--- src/shared/mfio_pkg.sv ---
// Package with register offsets, reset values and pin positions for the multi-function ports.
package mfio_pkg;
   localparam int          ADDR_W         = 12;
   localparam int          DATA_W         = 8;
   localparam logic [11:0] OFS_P3_LATCH   = 12'h003;
   localparam logic [11:0] OFS_P3_PINS    = 12'hf9d;
   localparam logic [11:0] OFS_P3_DRIVER  = 12'hf9e;
   localparam logic [11:0] OFS_P5_LATCH   = 12'h005;
   localparam logic [11:0] OFS_P5_DIR     = 12'hf50;
   localparam logic [11:0] OFS_P5_LCD     = 12'hf51;
   localparam logic [11:0] OFS_P6_LATCH   = 12'h006;
   localparam logic [11:0] OFS_P6_DIR     = 12'hf60;
   localparam logic [11:0] OFS_P6_INCTL   = 12'hf61;
   localparam logic [11:0] OFS_P7_LATCH   = 12'h007;
   localparam logic [11:0] OFS_P7_DIR     = 12'hf70;
   localparam logic [11:0] OFS_P7_LCD     = 12'hf71;
   localparam logic [7:0]  RST_P3_LATCH   = 8'hff;
   localparam logic [7:0]  RST_P3_DRIVER  = 8'h00;
   localparam logic [7:0]  RST_ZERO       = 8'h00;
   localparam logic [3:0]  RST_P6_INCTL   = 4'hf;
   localparam logic [7:0]  UNDEF_FILL     = 8'h00;
   localparam int          P3_BIT_HI      = 7;
   localparam int          P3_BIT_B      = 4;
   localparam int          P3_BIT_A      = 3;
   localparam int          BIT_SDO_EN     = 1;
   localparam int          BIT_SCK_EN     = 2;
   localparam int          P6_LSB         = 1;
endpackage

--- src/logic/mfio_pin_sync.sv ---
// Two flip-flop synchroniser for a bus of pin inputs.
`timescale 1ns/10ps
module mfio_pin_sync
#(
   parameter int W = 8
)
(
   input  wire logic         clock,
   input  wire logic         reset_n,
   input  wire logic [W-1:0] asyncIn,
   output logic      [W-1:0] syncOut
);
   logic [W-1:0] stage1;

   initial
   begin
      if (W < 1)
      begin
         $error("mfio_pin_sync width must be positive.");
      end
   end

   // The first stage feeds only the second, so metastability never reaches logic.
   always_ff @(posedge clock)
   begin
      if (!reset_n)
      begin
         stage1  <= '0;
         syncOut <= '0;
      end
      else
      begin
         stage1  <= asyncIn;
         syncOut <= stage1;
      end
   end
endmodule

--- src/logic/mfio_ports.sv ---
// Register file and pin steering for ports 3, 5, 6 and 7.
//
// Decided for this implementation: the strobed register port.
`timescale 1ns/10ps
// What this block does
// - Port-3 latch reads: bits 6..5, 2..0 undefined
// - Port-3 driver bit: zero open-drain, one push-pull
// - Serial enables put clock/data onto port-1 pins
// - Driver register undefined bits; bit 0 written zero
// - Pin-state register returns synchronised levels of port-3 pins 1 and 0
// - Port 5 has eight individually directed pins
// - Reset clears port-5 latch, direction, LCD select
// - Port-5 LCD select overrides; else direction decides
// - Port-5 read: pin, zero, or latch
// - Input-mode reads return pin, not latch
// - Port 6 has four pins at bits 4..1
// - Reset clears port-6 latch, direction; input control ones
// - Port-6 direction and input control choose pin use
// - Port-6 read: zero, pin, or latch
// - Port 7 has seven individually directed pins
// - Reset clears port-7 latch, direction, LCD select
// - Port-7 LCD select overrides; else direction decides
// - Port-7 read: pin, zero, or latch
// - Reset sets port-3 latch ones, driver register zero
module mfio_ports
   import mfio_pkg::*;
#(
   parameter int P5_W = 8,
   parameter int P6_W = 4,
   parameter int P7_W = 7
)
(
   input  wire logic                          clock,
   input  wire logic                          reset_n,
   input  wire logic [mfio_pkg::ADDR_W-1:0]   regAddr,
   input  wire logic [mfio_pkg::DATA_W-1:0]   regWrData,
   input  wire logic                          regWrite,
   input  wire logic                          regRead,
   output logic      [mfio_pkg::DATA_W-1:0]   regRdData,
   input  wire logic [2:0]                    port3PinIn,
   output logic      [2:0]                    port3PinOut,
   output logic      [2:0]                    port3PinOe,
   input  wire logic [P5_W-1:0]               port5PinIn,
   output logic      [P5_W-1:0]               port5PinOut,
   output logic      [P5_W-1:0]               port5PinOe,
   output logic      [P5_W-1:0]               port5SegmentSelect,
   input  wire logic [P6_W-1:0]               port6PinIn,
   output logic      [P6_W-1:0]               port6PinOut,
   output logic      [P6_W-1:0]               port6PinOe,
   output logic      [P6_W-1:0]               port6DigitalIn,
   output logic      [P6_W-1:0]               port6AnalogSelect,
   input  wire logic [P7_W-1:0]               port7PinIn,
   output logic      [P7_W-1:0]               port7PinOut,
   output logic      [P7_W-1:0]               port7PinOe,
   output logic      [P7_W-1:0]               port7SegmentSelect,
   output logic                               serialClockOutEnable,
   output logic                               serialDataOutEnable
);
   import mfio_pkg::*;

   logic [7:0]      port3OutputLatch;
   logic [7:0]      port3DriverControl;
   logic [P5_W-1:0] port5OutputLatch;
   logic [P5_W-1:0] port5Direction;
   logic [P5_W-1:0] port5LcdSelect;
   logic [P6_W-1:0] port6OutputLatch;
   logic [P6_W-1:0] port6Direction;
   logic [P6_W-1:0] port6InputControl;
   logic [P7_W-1:0] port7OutputLatch;
   logic [P7_W-1:0] port7Direction;
   logic [P7_W-1:0] port7LcdSelect;
   logic [2:0]      port3Sync;
   logic [P5_W-1:0] port5Sync;
   logic [P6_W-1:0] port6Sync;
   logic [P7_W-1:0] port7Sync;
   logic [P5_W-1:0] port5ReadView;
   logic [P6_W-1:0] port6ReadView;
   logic [P7_W-1:0] port7ReadView;
   logic [7:0]      next_regRdData;

   initial
   begin
      if (P5_W < 1 || P5_W > DATA_W || P7_W < 1 || P7_W > DATA_W)
      begin
         $error("mfio_ports port 5 or 7 width out of range.");
      end
      if (P6_W < 1 || P6_W + P6_LSB > DATA_W || P6_W > $bits(RST_P6_INCTL))
      begin
         $error("mfio_ports port 6 width out of range.");
      end
   end

   // Port-3 pins in order: index 2 is the output-only pin, 1 and 0 the two driver-selectable pins.
   mfio_pin_sync #(.W(3 + P5_W + P6_W + P7_W)) u_sync
   (
      .clock   (clock),
      .reset_n (reset_n),
      .asyncIn ({port3PinIn, port5PinIn, port6PinIn, port7PinIn}),
      .syncOut ({port3Sync, port5Sync, port6Sync, port7Sync})
   );

   // Port-3 registers.
   always_ff @(posedge clock)
   begin
      if (!reset_n)
      begin
         port3OutputLatch   <= RST_P3_LATCH;
         port3DriverControl <= RST_P3_DRIVER;
      end
      else if (regWrite)
      begin
         if (regAddr == OFS_P3_LATCH)
         begin
            // Bits 2..0 are stored as written; software keeps them at one.
            port3OutputLatch <= regWrData;
         end
         if (regAddr == OFS_P3_DRIVER)
         begin
            port3DriverControl <= regWrData;
         end
      end
   end

   // Port-5 registers.
   always_ff @(posedge clock)
   begin
      if (!reset_n)
      begin
         port5OutputLatch <= P5_W'(RST_ZERO);
         port5Direction   <= P5_W'(RST_ZERO);
         port5LcdSelect   <= P5_W'(RST_ZERO);
      end
      else if (regWrite)
      begin
         if (regAddr == OFS_P5_LATCH)
         begin
            port5OutputLatch <= regWrData[P5_W-1:0];
         end
         if (regAddr == OFS_P5_DIR)
         begin
            port5Direction <= regWrData[P5_W-1:0];
         end
         if (regAddr == OFS_P5_LCD)
         begin
            port5LcdSelect <= regWrData[P5_W-1:0];
         end
      end
   end

   // Port-6 registers; the pins sit at bits 4..1 of each register.
   always_ff @(posedge clock)
   begin
      if (!reset_n)
      begin
         port6OutputLatch  <= P6_W'(RST_ZERO);
         port6Direction    <= P6_W'(RST_ZERO);
         port6InputControl <= P6_W'(RST_P6_INCTL);
      end
      else if (regWrite)
      begin
         if (regAddr == OFS_P6_LATCH)
         begin
            port6OutputLatch <= regWrData[P6_LSB +: P6_W];
         end
         if (regAddr == OFS_P6_DIR)
         begin
            // Unused positions have no storage, so stray ones there are harmless.
            port6Direction <= regWrData[P6_LSB +: P6_W];
         end
         if (regAddr == OFS_P6_INCTL)
         begin
            port6InputControl <= regWrData[P6_LSB +: P6_W];
         end
      end
   end

   // Port-7 registers.
   always_ff @(posedge clock)
   begin
      if (!reset_n)
      begin
         port7OutputLatch <= P7_W'(RST_ZERO);
         port7Direction   <= P7_W'(RST_ZERO);
         port7LcdSelect   <= P7_W'(RST_ZERO);
      end
      else if (regWrite)
      begin
         if (regAddr == OFS_P7_LATCH)
         begin
            port7OutputLatch <= regWrData[P7_W-1:0];
         end
         if (regAddr == OFS_P7_DIR)
         begin
            port7Direction <= regWrData[P7_W-1:0];
         end
         if (regAddr == OFS_P7_LCD)
         begin
            port7LcdSelect <= regWrData[P7_W-1:0];
         end
      end
   end

   // Port-3 pin drivers.
   always_comb
   begin
      port3PinOut    = '0;
      port3PinOe     = '0;
      port3PinOut[2] = port3OutputLatch[P3_BIT_HI];
      port3PinOe[2]  = 1'b1;
      // An open-drain pin only ever sinks, so it never fights an external pull-up.
      port3PinOut[1] = port3OutputLatch[P3_BIT_B];
      port3PinOe[1]  = port3DriverControl[P3_BIT_B] | ~port3OutputLatch[P3_BIT_B];
      port3PinOut[0] = port3OutputLatch[P3_BIT_A];
      port3PinOe[0]  = port3DriverControl[P3_BIT_A] | ~port3OutputLatch[P3_BIT_A];
   end

   assign serialDataOutEnable  = port3DriverControl[BIT_SDO_EN];
   assign serialClockOutEnable = port3DriverControl[BIT_SCK_EN];

   // Per-pin steering for ports 5, 6 and 7.
   genvar gi;
   generate
      for (gi = 0; gi < P5_W; gi++)
      begin : g_p5
         assign port5SegmentSelect[gi] = port5LcdSelect[gi];
         assign port5PinOe[gi]  = ~port5LcdSelect[gi] & port5Direction[gi];
         assign port5PinOut[gi] = port5OutputLatch[gi];
         assign port5ReadView[gi] = port5Direction[gi] ? port5OutputLatch[gi] :
                                    (port5LcdSelect[gi] ? 1'b0 : port5Sync[gi]);
      end
      for (gi = 0; gi < P6_W; gi++)
      begin : g_p6
         assign port6PinOe[gi]  = port6Direction[gi];
         assign port6PinOut[gi] = port6OutputLatch[gi];
         assign port6DigitalIn[gi] = ~port6Direction[gi] & port6InputControl[gi] &
                                     port6Sync[gi];
         assign port6AnalogSelect[gi] = ~port6Direction[gi] & ~port6InputControl[gi];
         assign port6ReadView[gi] = port6Direction[gi] ? port6OutputLatch[gi] :
                                    (port6InputControl[gi] ? port6Sync[gi] : 1'b0);
      end
      for (gi = 0; gi < P7_W; gi++)
      begin : g_p7
         assign port7SegmentSelect[gi] = port7LcdSelect[gi];
         assign port7PinOe[gi]  = ~port7LcdSelect[gi] & port7Direction[gi];
         assign port7PinOut[gi] = port7OutputLatch[gi];
         assign port7ReadView[gi] = port7Direction[gi] ? port7OutputLatch[gi] :
                                    (port7LcdSelect[gi] ? 1'b0 : port7Sync[gi]);
      end
   endgenerate

   // Read multiplexer; undefined bits return a fixed fill value.
   always_comb
   begin
      next_regRdData = '0;
      case (regAddr)
         OFS_P3_LATCH:
         begin
            next_regRdData = UNDEF_FILL;
            next_regRdData[P3_BIT_HI] = port3OutputLatch[P3_BIT_HI];
            next_regRdData[P3_BIT_B]  = port3OutputLatch[P3_BIT_B];
            next_regRdData[P3_BIT_A]  = port3OutputLatch[P3_BIT_A];
         end
         OFS_P3_PINS:
         begin
            next_regRdData = UNDEF_FILL;
            next_regRdData[P3_BIT_B] = port3Sync[1];
            next_regRdData[P3_BIT_A] = port3Sync[0];
         end
         OFS_P3_DRIVER:
         begin
            next_regRdData = UNDEF_FILL;
            next_regRdData[P3_BIT_B:BIT_SDO_EN] = port3DriverControl[P3_BIT_B:BIT_SDO_EN];
         end
         OFS_P5_LATCH:  next_regRdData[P5_W-1:0] = port5ReadView;
         OFS_P5_DIR:    next_regRdData[P5_W-1:0] = port5Direction;
         OFS_P5_LCD:    next_regRdData[P5_W-1:0] = port5LcdSelect;
         OFS_P6_LATCH:  next_regRdData[P6_LSB +: P6_W] = port6ReadView;
         OFS_P6_DIR:    next_regRdData[P6_LSB +: P6_W] = port6Direction;
         OFS_P6_INCTL:  next_regRdData[P6_LSB +: P6_W] = port6InputControl;
         OFS_P7_LATCH:  next_regRdData[P7_W-1:0] = port7ReadView;
         OFS_P7_DIR:    next_regRdData[P7_W-1:0] = port7Direction;
         OFS_P7_LCD:    next_regRdData[P7_W-1:0] = port7LcdSelect;
         default:       next_regRdData = '0;
      endcase
   end

   // Read data stand only in the cycle after the strobe.
   always_ff @(posedge clock)
   begin
      if (!reset_n)
      begin
         regRdData <= '0;
      end
      else if (regRead)
      begin
         regRdData <= next_regRdData;
      end
      else
      begin
         regRdData <= '0;
      end
   end

   a_p3_reset_value : assert property (@(posedge clock)
      $rose(reset_n) |-> port3OutputLatch == RST_P3_LATCH && port3DriverControl == RST_P3_DRIVER)
      else $error("Port-3 registers wrong after reset.");
   a_p3_open_drain : assert property (@(posedge clock) disable iff (!reset_n)
      (!port3DriverControl[P3_BIT_A] && port3OutputLatch[P3_BIT_A]) |-> !port3PinOe[0])
      else $error("Open-drain pin driven while released.");
   a_p3_push_pull : assert property (@(posedge clock) disable iff (!reset_n)
      port3DriverControl[P3_BIT_B] |-> port3PinOe[1] && port3PinOut[1] == port3OutputLatch[P3_BIT_B])
      else $error("Push-pull pin not driven.");
   a_serial_enable : assert property (@(posedge clock) disable iff (!reset_n)
      (regWrite && regAddr == OFS_P3_DRIVER) |=> serialClockOutEnable == $past(regWrData[BIT_SCK_EN]))
      else $error("Serial clock enable did not follow write.");
   a_p5_lcd_wins : assert property (@(posedge clock) disable iff (!reset_n)
      port5LcdSelect[0] |-> !port5PinOe[0] && port5SegmentSelect[0])
      else $error("Port-5 pin driven while segment.");
   a_p5_read_view : assert property (@(posedge clock) disable iff (!reset_n)
      (regRead && regAddr == OFS_P5_LATCH)
      |=> (regRdData[P5_W-1:0] & ~$past(port5Direction) & $past(port5LcdSelect)) == '0)
      else $error("Port-5 segment bit read not zero.");
   a_p6_read_zero : assert property (@(posedge clock) disable iff (!reset_n)
      (regRead && regAddr == OFS_P6_LATCH && !port6Direction[0] && !port6InputControl[0])
      |=> regRdData[P6_LSB] == 1'b0)
      else $error("Port-6 analog bit read not zero.");
   a_p6_reset_value : assert property (@(posedge clock)
      $rose(reset_n) |-> port6InputControl == RST_P6_INCTL && port6Direction == '0)
      else $error("Port-6 registers wrong after reset.");
   a_p7_latch_read : assert property (@(posedge clock) disable iff (!reset_n)
      (regRead && regAddr == OFS_P7_LATCH && port7Direction[0]) |=> regRdData[0] == $past(port7OutputLatch[0]))
      else $error("Port-7 output bit read not latch.");
   a_pin_state_read : assert property (@(posedge clock) disable iff (!reset_n)
      (regRead && regAddr == OFS_P3_PINS) |=> regRdData[P3_BIT_A] == $past(port3Sync[0]))
      else $error("Pin-state read wrong.");
   c_p5_output : cover property (@(posedge clock) |(port5PinOe & port5PinOut));
   c_p6_analog : cover property (@(posedge clock) port6AnalogSelect[0]);
   c_p3_sink : cover property (@(posedge clock) port3PinOe[0] && !port3PinOut[0]);
   c_serial_on : cover property (@(posedge clock) serialDataOutEnable && serialClockOutEnable);
endmodule

--- config.mk ---
export PLATFORM = sky130hd
export DESIGN_NAME = mfio_ports
export DESIGN_NICKNAME = d
export VERILOG_FILES = /design/src/shared/mfio_pkg.sv /design/src/logic/mfio_pin_sync.sv /design/src/logic/mfio_ports.sv
export SDC_FILE = /design/constraint.sdc
export NUM_CORES = 1
export LEC_CHECK = 0
export BUFFER_PORTS_ARGS = -buffer_cell sky130_fd_sc_hd__buf_2
export CELL_PAD_IN_SITES_DETAIL_PLACEMENT = 2
export CELL_PAD_IN_SITES_GLOBAL_PLACEMENT = 2
export CORE_AREA = 2 2 135 137
export CTS_CLUSTER_DIAMETER = 50
export DETAILED_ROUTE_END_ITERATION = 10
export DIE_AREA = 0 0 137 139
export PLACE_DENSITY_LB_ADDON = 0.1
export SLEW_MARGIN = 15
export SYNTH_ARGS = -nofsm -noshare
export SYNTH_HDL_FRONTEND = slang
export SYNTH_SLANG_ARGS = --single-unit
export TNS_END_PERCENT = 50
--- constraint.sdc ---
create_clock -name clock -period 1.8 [get_ports clock]
set_clock_uncertainty 0.05 [all_clocks]
set_input_delay 0.36 -clock clock [delete_from_list [all_inputs] [get_ports clock]]
set_output_delay 0.36 -clock clock [all_outputs]
set_load 0.01 [all_outputs]
==> qor.yml <==
clock_network:
  clk_pin_slew_ns: 0.05
  post_cts_buffers: 0
  ctsHoldBuffers: 0
  cts_resized: 1
  numCtsBuffers: 17
  root_buffer: "clkbuf_16"
  cts_buffer_depth: 2
  insertion_delay_ns: 0.41
  cts_tree: "built"
  h-tree-depth: 4
  clkSinkCount: 114
critical_path:
  r2r_start: "port7Direction[4]"
  path_delay_family: "compound AO/OA/AOI/OAI gates"
  worstPathMaxFanout: 4
  cp.arrival_ns: 1.93
  cp-end-kind: "register"
  crit_start: "port7Direction[4]"
  crit_type: "register to register"
  worstPathRequired_ns: 2.03
  crit_path_max_incr_delay_ns: 0.42
  startpoint_type: "register"
  slowest_stage: "dfxtp_1"
  crit_chain: "nor2_1 -> a22oi_1 -> a211oi_1 -> buf_4 -> a2111oi_1 -> a21oi_1"
  path_buf_inv: 1
power_and_ir_drop:
  clkPwrFrac_pct: 53.9
  p_sw_share_pct: 21.35
  internal_power_mw: 5.033
  p_leak_nw: 3.103
  pwr-share-seq_pct: 40.4
  p_total_mw: 6.400
  ir_worst_vdd_mv: 0.5630
  netSwitchingPower_mw: 1.367
  combPwrFrac_pct: 5.7
  powerDensity_nw_per_um2: 905.8
routing:
  antenna_left: 0
  firstDrtPassIters: 4
  drt_iter0_drc: 265
  drc_errors: 0
  num_vias: 4925
  routed_wl_mm: 20.31
  via_per_inst: 5.000
  wl_per_cell_um: 20.62
global_route:
  antenna_found_initial: 0
  grt_max_degree: 108
  grt.total_usage_pct: 22.16
  grt_pass1_wl_mm: 31.90
  grt_pass1_vias: 5441
  grt_overflow: 0
yosys:
  ys_ff_latch: 114
  synth_flop_cell: "dfxtp_1"
  seq_area_frac_synth_pct: 45.40
  syn_area_um2: 5027
  yosysUniqueCellTypes: 53
  yosysWarningCount: 0
  netlist_instances: 555
  async_reset_ff_share_pct: 0
  synth_enable_flop_cells: 0
  syn_nets: 601
  syn_area_per_cell_um2: 9.058
sta:
  setup_tns_ns: 0
  hold_ws_ns: 0.1048
  fmax_mhz: 590.3
  fin_crit_sh_pct: 94.12
  slew_violations: 0
  setup_viol: 0
  hold_violations: 0
  layout_min_cycle_time_ns: 1.694
floorplanning:
  rows: 49
  ios: 123
  die_h_um: 139
  core_um2: 17660
  fp.dieW_um: 137
  die_area_um2: 19040
  start_util_pct: 28.47
place:
  routabilityCongestion: 0.8672
  place_area_um2: 6439
  io_buffers: 120
  dp_hpwl_mm: 14.87
finish:
  final_nets: 791
  diodes: 0
  final_area_um2: 7066
  layout-drive-gt1-share_pct: 33.86
  fillers: 1993
  area_growth_pct: 40.54
  final_util_pct: 40.02
worst_hold_path:
  min-delay-start: "port7PinIn[5]"
  hold_class: "primary input to register"
run:
  drv_cap: 0
status:
  status: "finished clean"
## through the flow
step                      setup slack, ns  std cells
after global routing            -0.003671        985
after detailed placement          -0.3297        955
after global placement            -0.3588        955
after CTS                         0.02349        985
final                              0.1059        985
after floorplan                   0.01415        555
## registers in the layout, indices dropped and copies added (netlist names)
| register | count |
|---|---|
| port5PinOut | 8 |
| port5SegmentSelect | 8 |
| port6PinOe | 4 |
| port5Direction | 8 |
| regRdData | 8 |
| port7Direction | 7 |
| u_sync.stage1 | 21 |
| port7SegmentSelect | 7 |
| port6PinOut | 4 |
| port7PinOut | 7 |
| port6InputControl | 4 |
| u_sync.syncOut | 21 |
| port3OutputLatch | 3 |
| port3DriverControl | 4 |
## layout make-up
class / instances / area (um^2) / area share, %
multi-input combinational: 406 / 2613 / 36.98
sequential: 114 / 2282 / 32.30
timing repair buffer: 204 / 1281 / 18.13
clock buffer: 25 / 495.5 / 7.013
tap: 229 / 286.5 / 4.055
clock inverter: 5 / 100.1 / 1.417
inverter: 2 / 7.507 / 0.1063
## cells in the mapped netlist, drive strengths merged, types with 3 or more instances
| library cell | count | area share (%) |
|---|---|---|
| dfxtp | 114 | 45 |
| nand2 | 75 | 5.6 |
| and2 | 44 | 5.5 |
| nand3 | 43 | 4.4 |
| a21boi | 39 | 6.3 |
| nor2b | 39 | 4.9 |
| nor2 | 30 | 2.2 |
| mux2i | 26 | 5.2 |
| clkbuf | 17 | 1.3 |
| buf | 16 | 1.8 |
| o21ai | 13 | 1.3 |
| a22oi | 11 | 1.6 |
| nor3 | 7 | 0.92 |
| nor4 | 7 | 1.9 |
| a21oi | 6 | 0.60 |
| a31oi | 6 | 0.75 |
| a22o | 5 | 0.87 |
| and3 | 5 | 0.62 |
| a211oi | 4 | 0.60 |
| a32oi | 4 | 0.70 |
| and3b | 4 | 0.70 |
| and4 | 4 | 0.70 |
| a21o | 3 | 0.45 |
| mux2 | 3 | 0.67 |
| nand2b | 3 | 0.37 |
| nand4b | 3 | 0.52 |
## power groups by stage
stage / Combinational [mW] / Sequential, mW / Clock [mW]
finish: 0.365 / 2.58 / 3.45
global route: 0.396 / 2.59 / 3.64
CTS: 0.365 / 2.58 / 3.51
detailed placement: 0.360 / 2.64 / 0
global placement: 0.349 / 2.64 / 0
floorplan: 0.171 / 2.63 / 0
## worst paths after layout
| check | end | slack, ns | cells past startpoint |
|---|---|---|---|
| setup / recovery | regRdData[4] | 0.11 | 6 |
| hold / removal | u_sync.stage1[5] | 0.10 | 2 |
| setup reg to reg | regRdData[4] | 0.11 | 6 |
| hold reg to reg | u_sync.syncOut[13] | 0.38 | 1 |
## layer usage
layer  GRT usage [%]  part of all wire (%)  vias up
met5               0                     0        -
met3           3.509                   3.5       16
met2           36.84                    49      117
met1           29.63                    46     2463
met4           6.023                   1.5        0
li1                -                     -     2329
## cells by family (layout without fill, tap and decap cells)
kind of cell | Yosys count | in the layout | share of synthesized area, %
buf+inv | 35 | 236 | 3.260
flops | 114 | 114 | 45.40
mux | 29 | 29 | 5.849
simple gates | 274 | 274 | 30.34
compound gates | 102 | 102 | 15.08
other cells | 1 | 1 | 0.07459
## layout by cell type (no fill, tap or decap), drive strengths merged, types with 2 or more instances in the layout
cell	n
a32oi	4
a31oi	6
nand3	43
nand4b	3
and3b	4
o21ai	13
a41oi	2
and4bb	2
a22o	5
nor2b	39
o22ai	2
clkinv	3
buf	204
a2111oi	2
clkbuf	25
a211oi	4
a21boi	39
and3	5
nor4	7
nand2b	3
a22oi	11
and2	44
dfxtp	114
a32o	2
bufinv	3
nor2	30
nor3	7
and4	4
mux2i	26
a21o	3
mux2	3
nand4	2
a21oi	6
or3	2
nand2	75
## worst register-to-register path: stages, from the launching register on
cell and delay, ns:
dfxtp_1 0.42, nor2_1 0.06, a22oi_1 0.26, a211oi_1 0.14
buf_4 0.15, a2111oi_1 0.38, a21oi_1 0.11
Power figures use the tool's default switching activity.
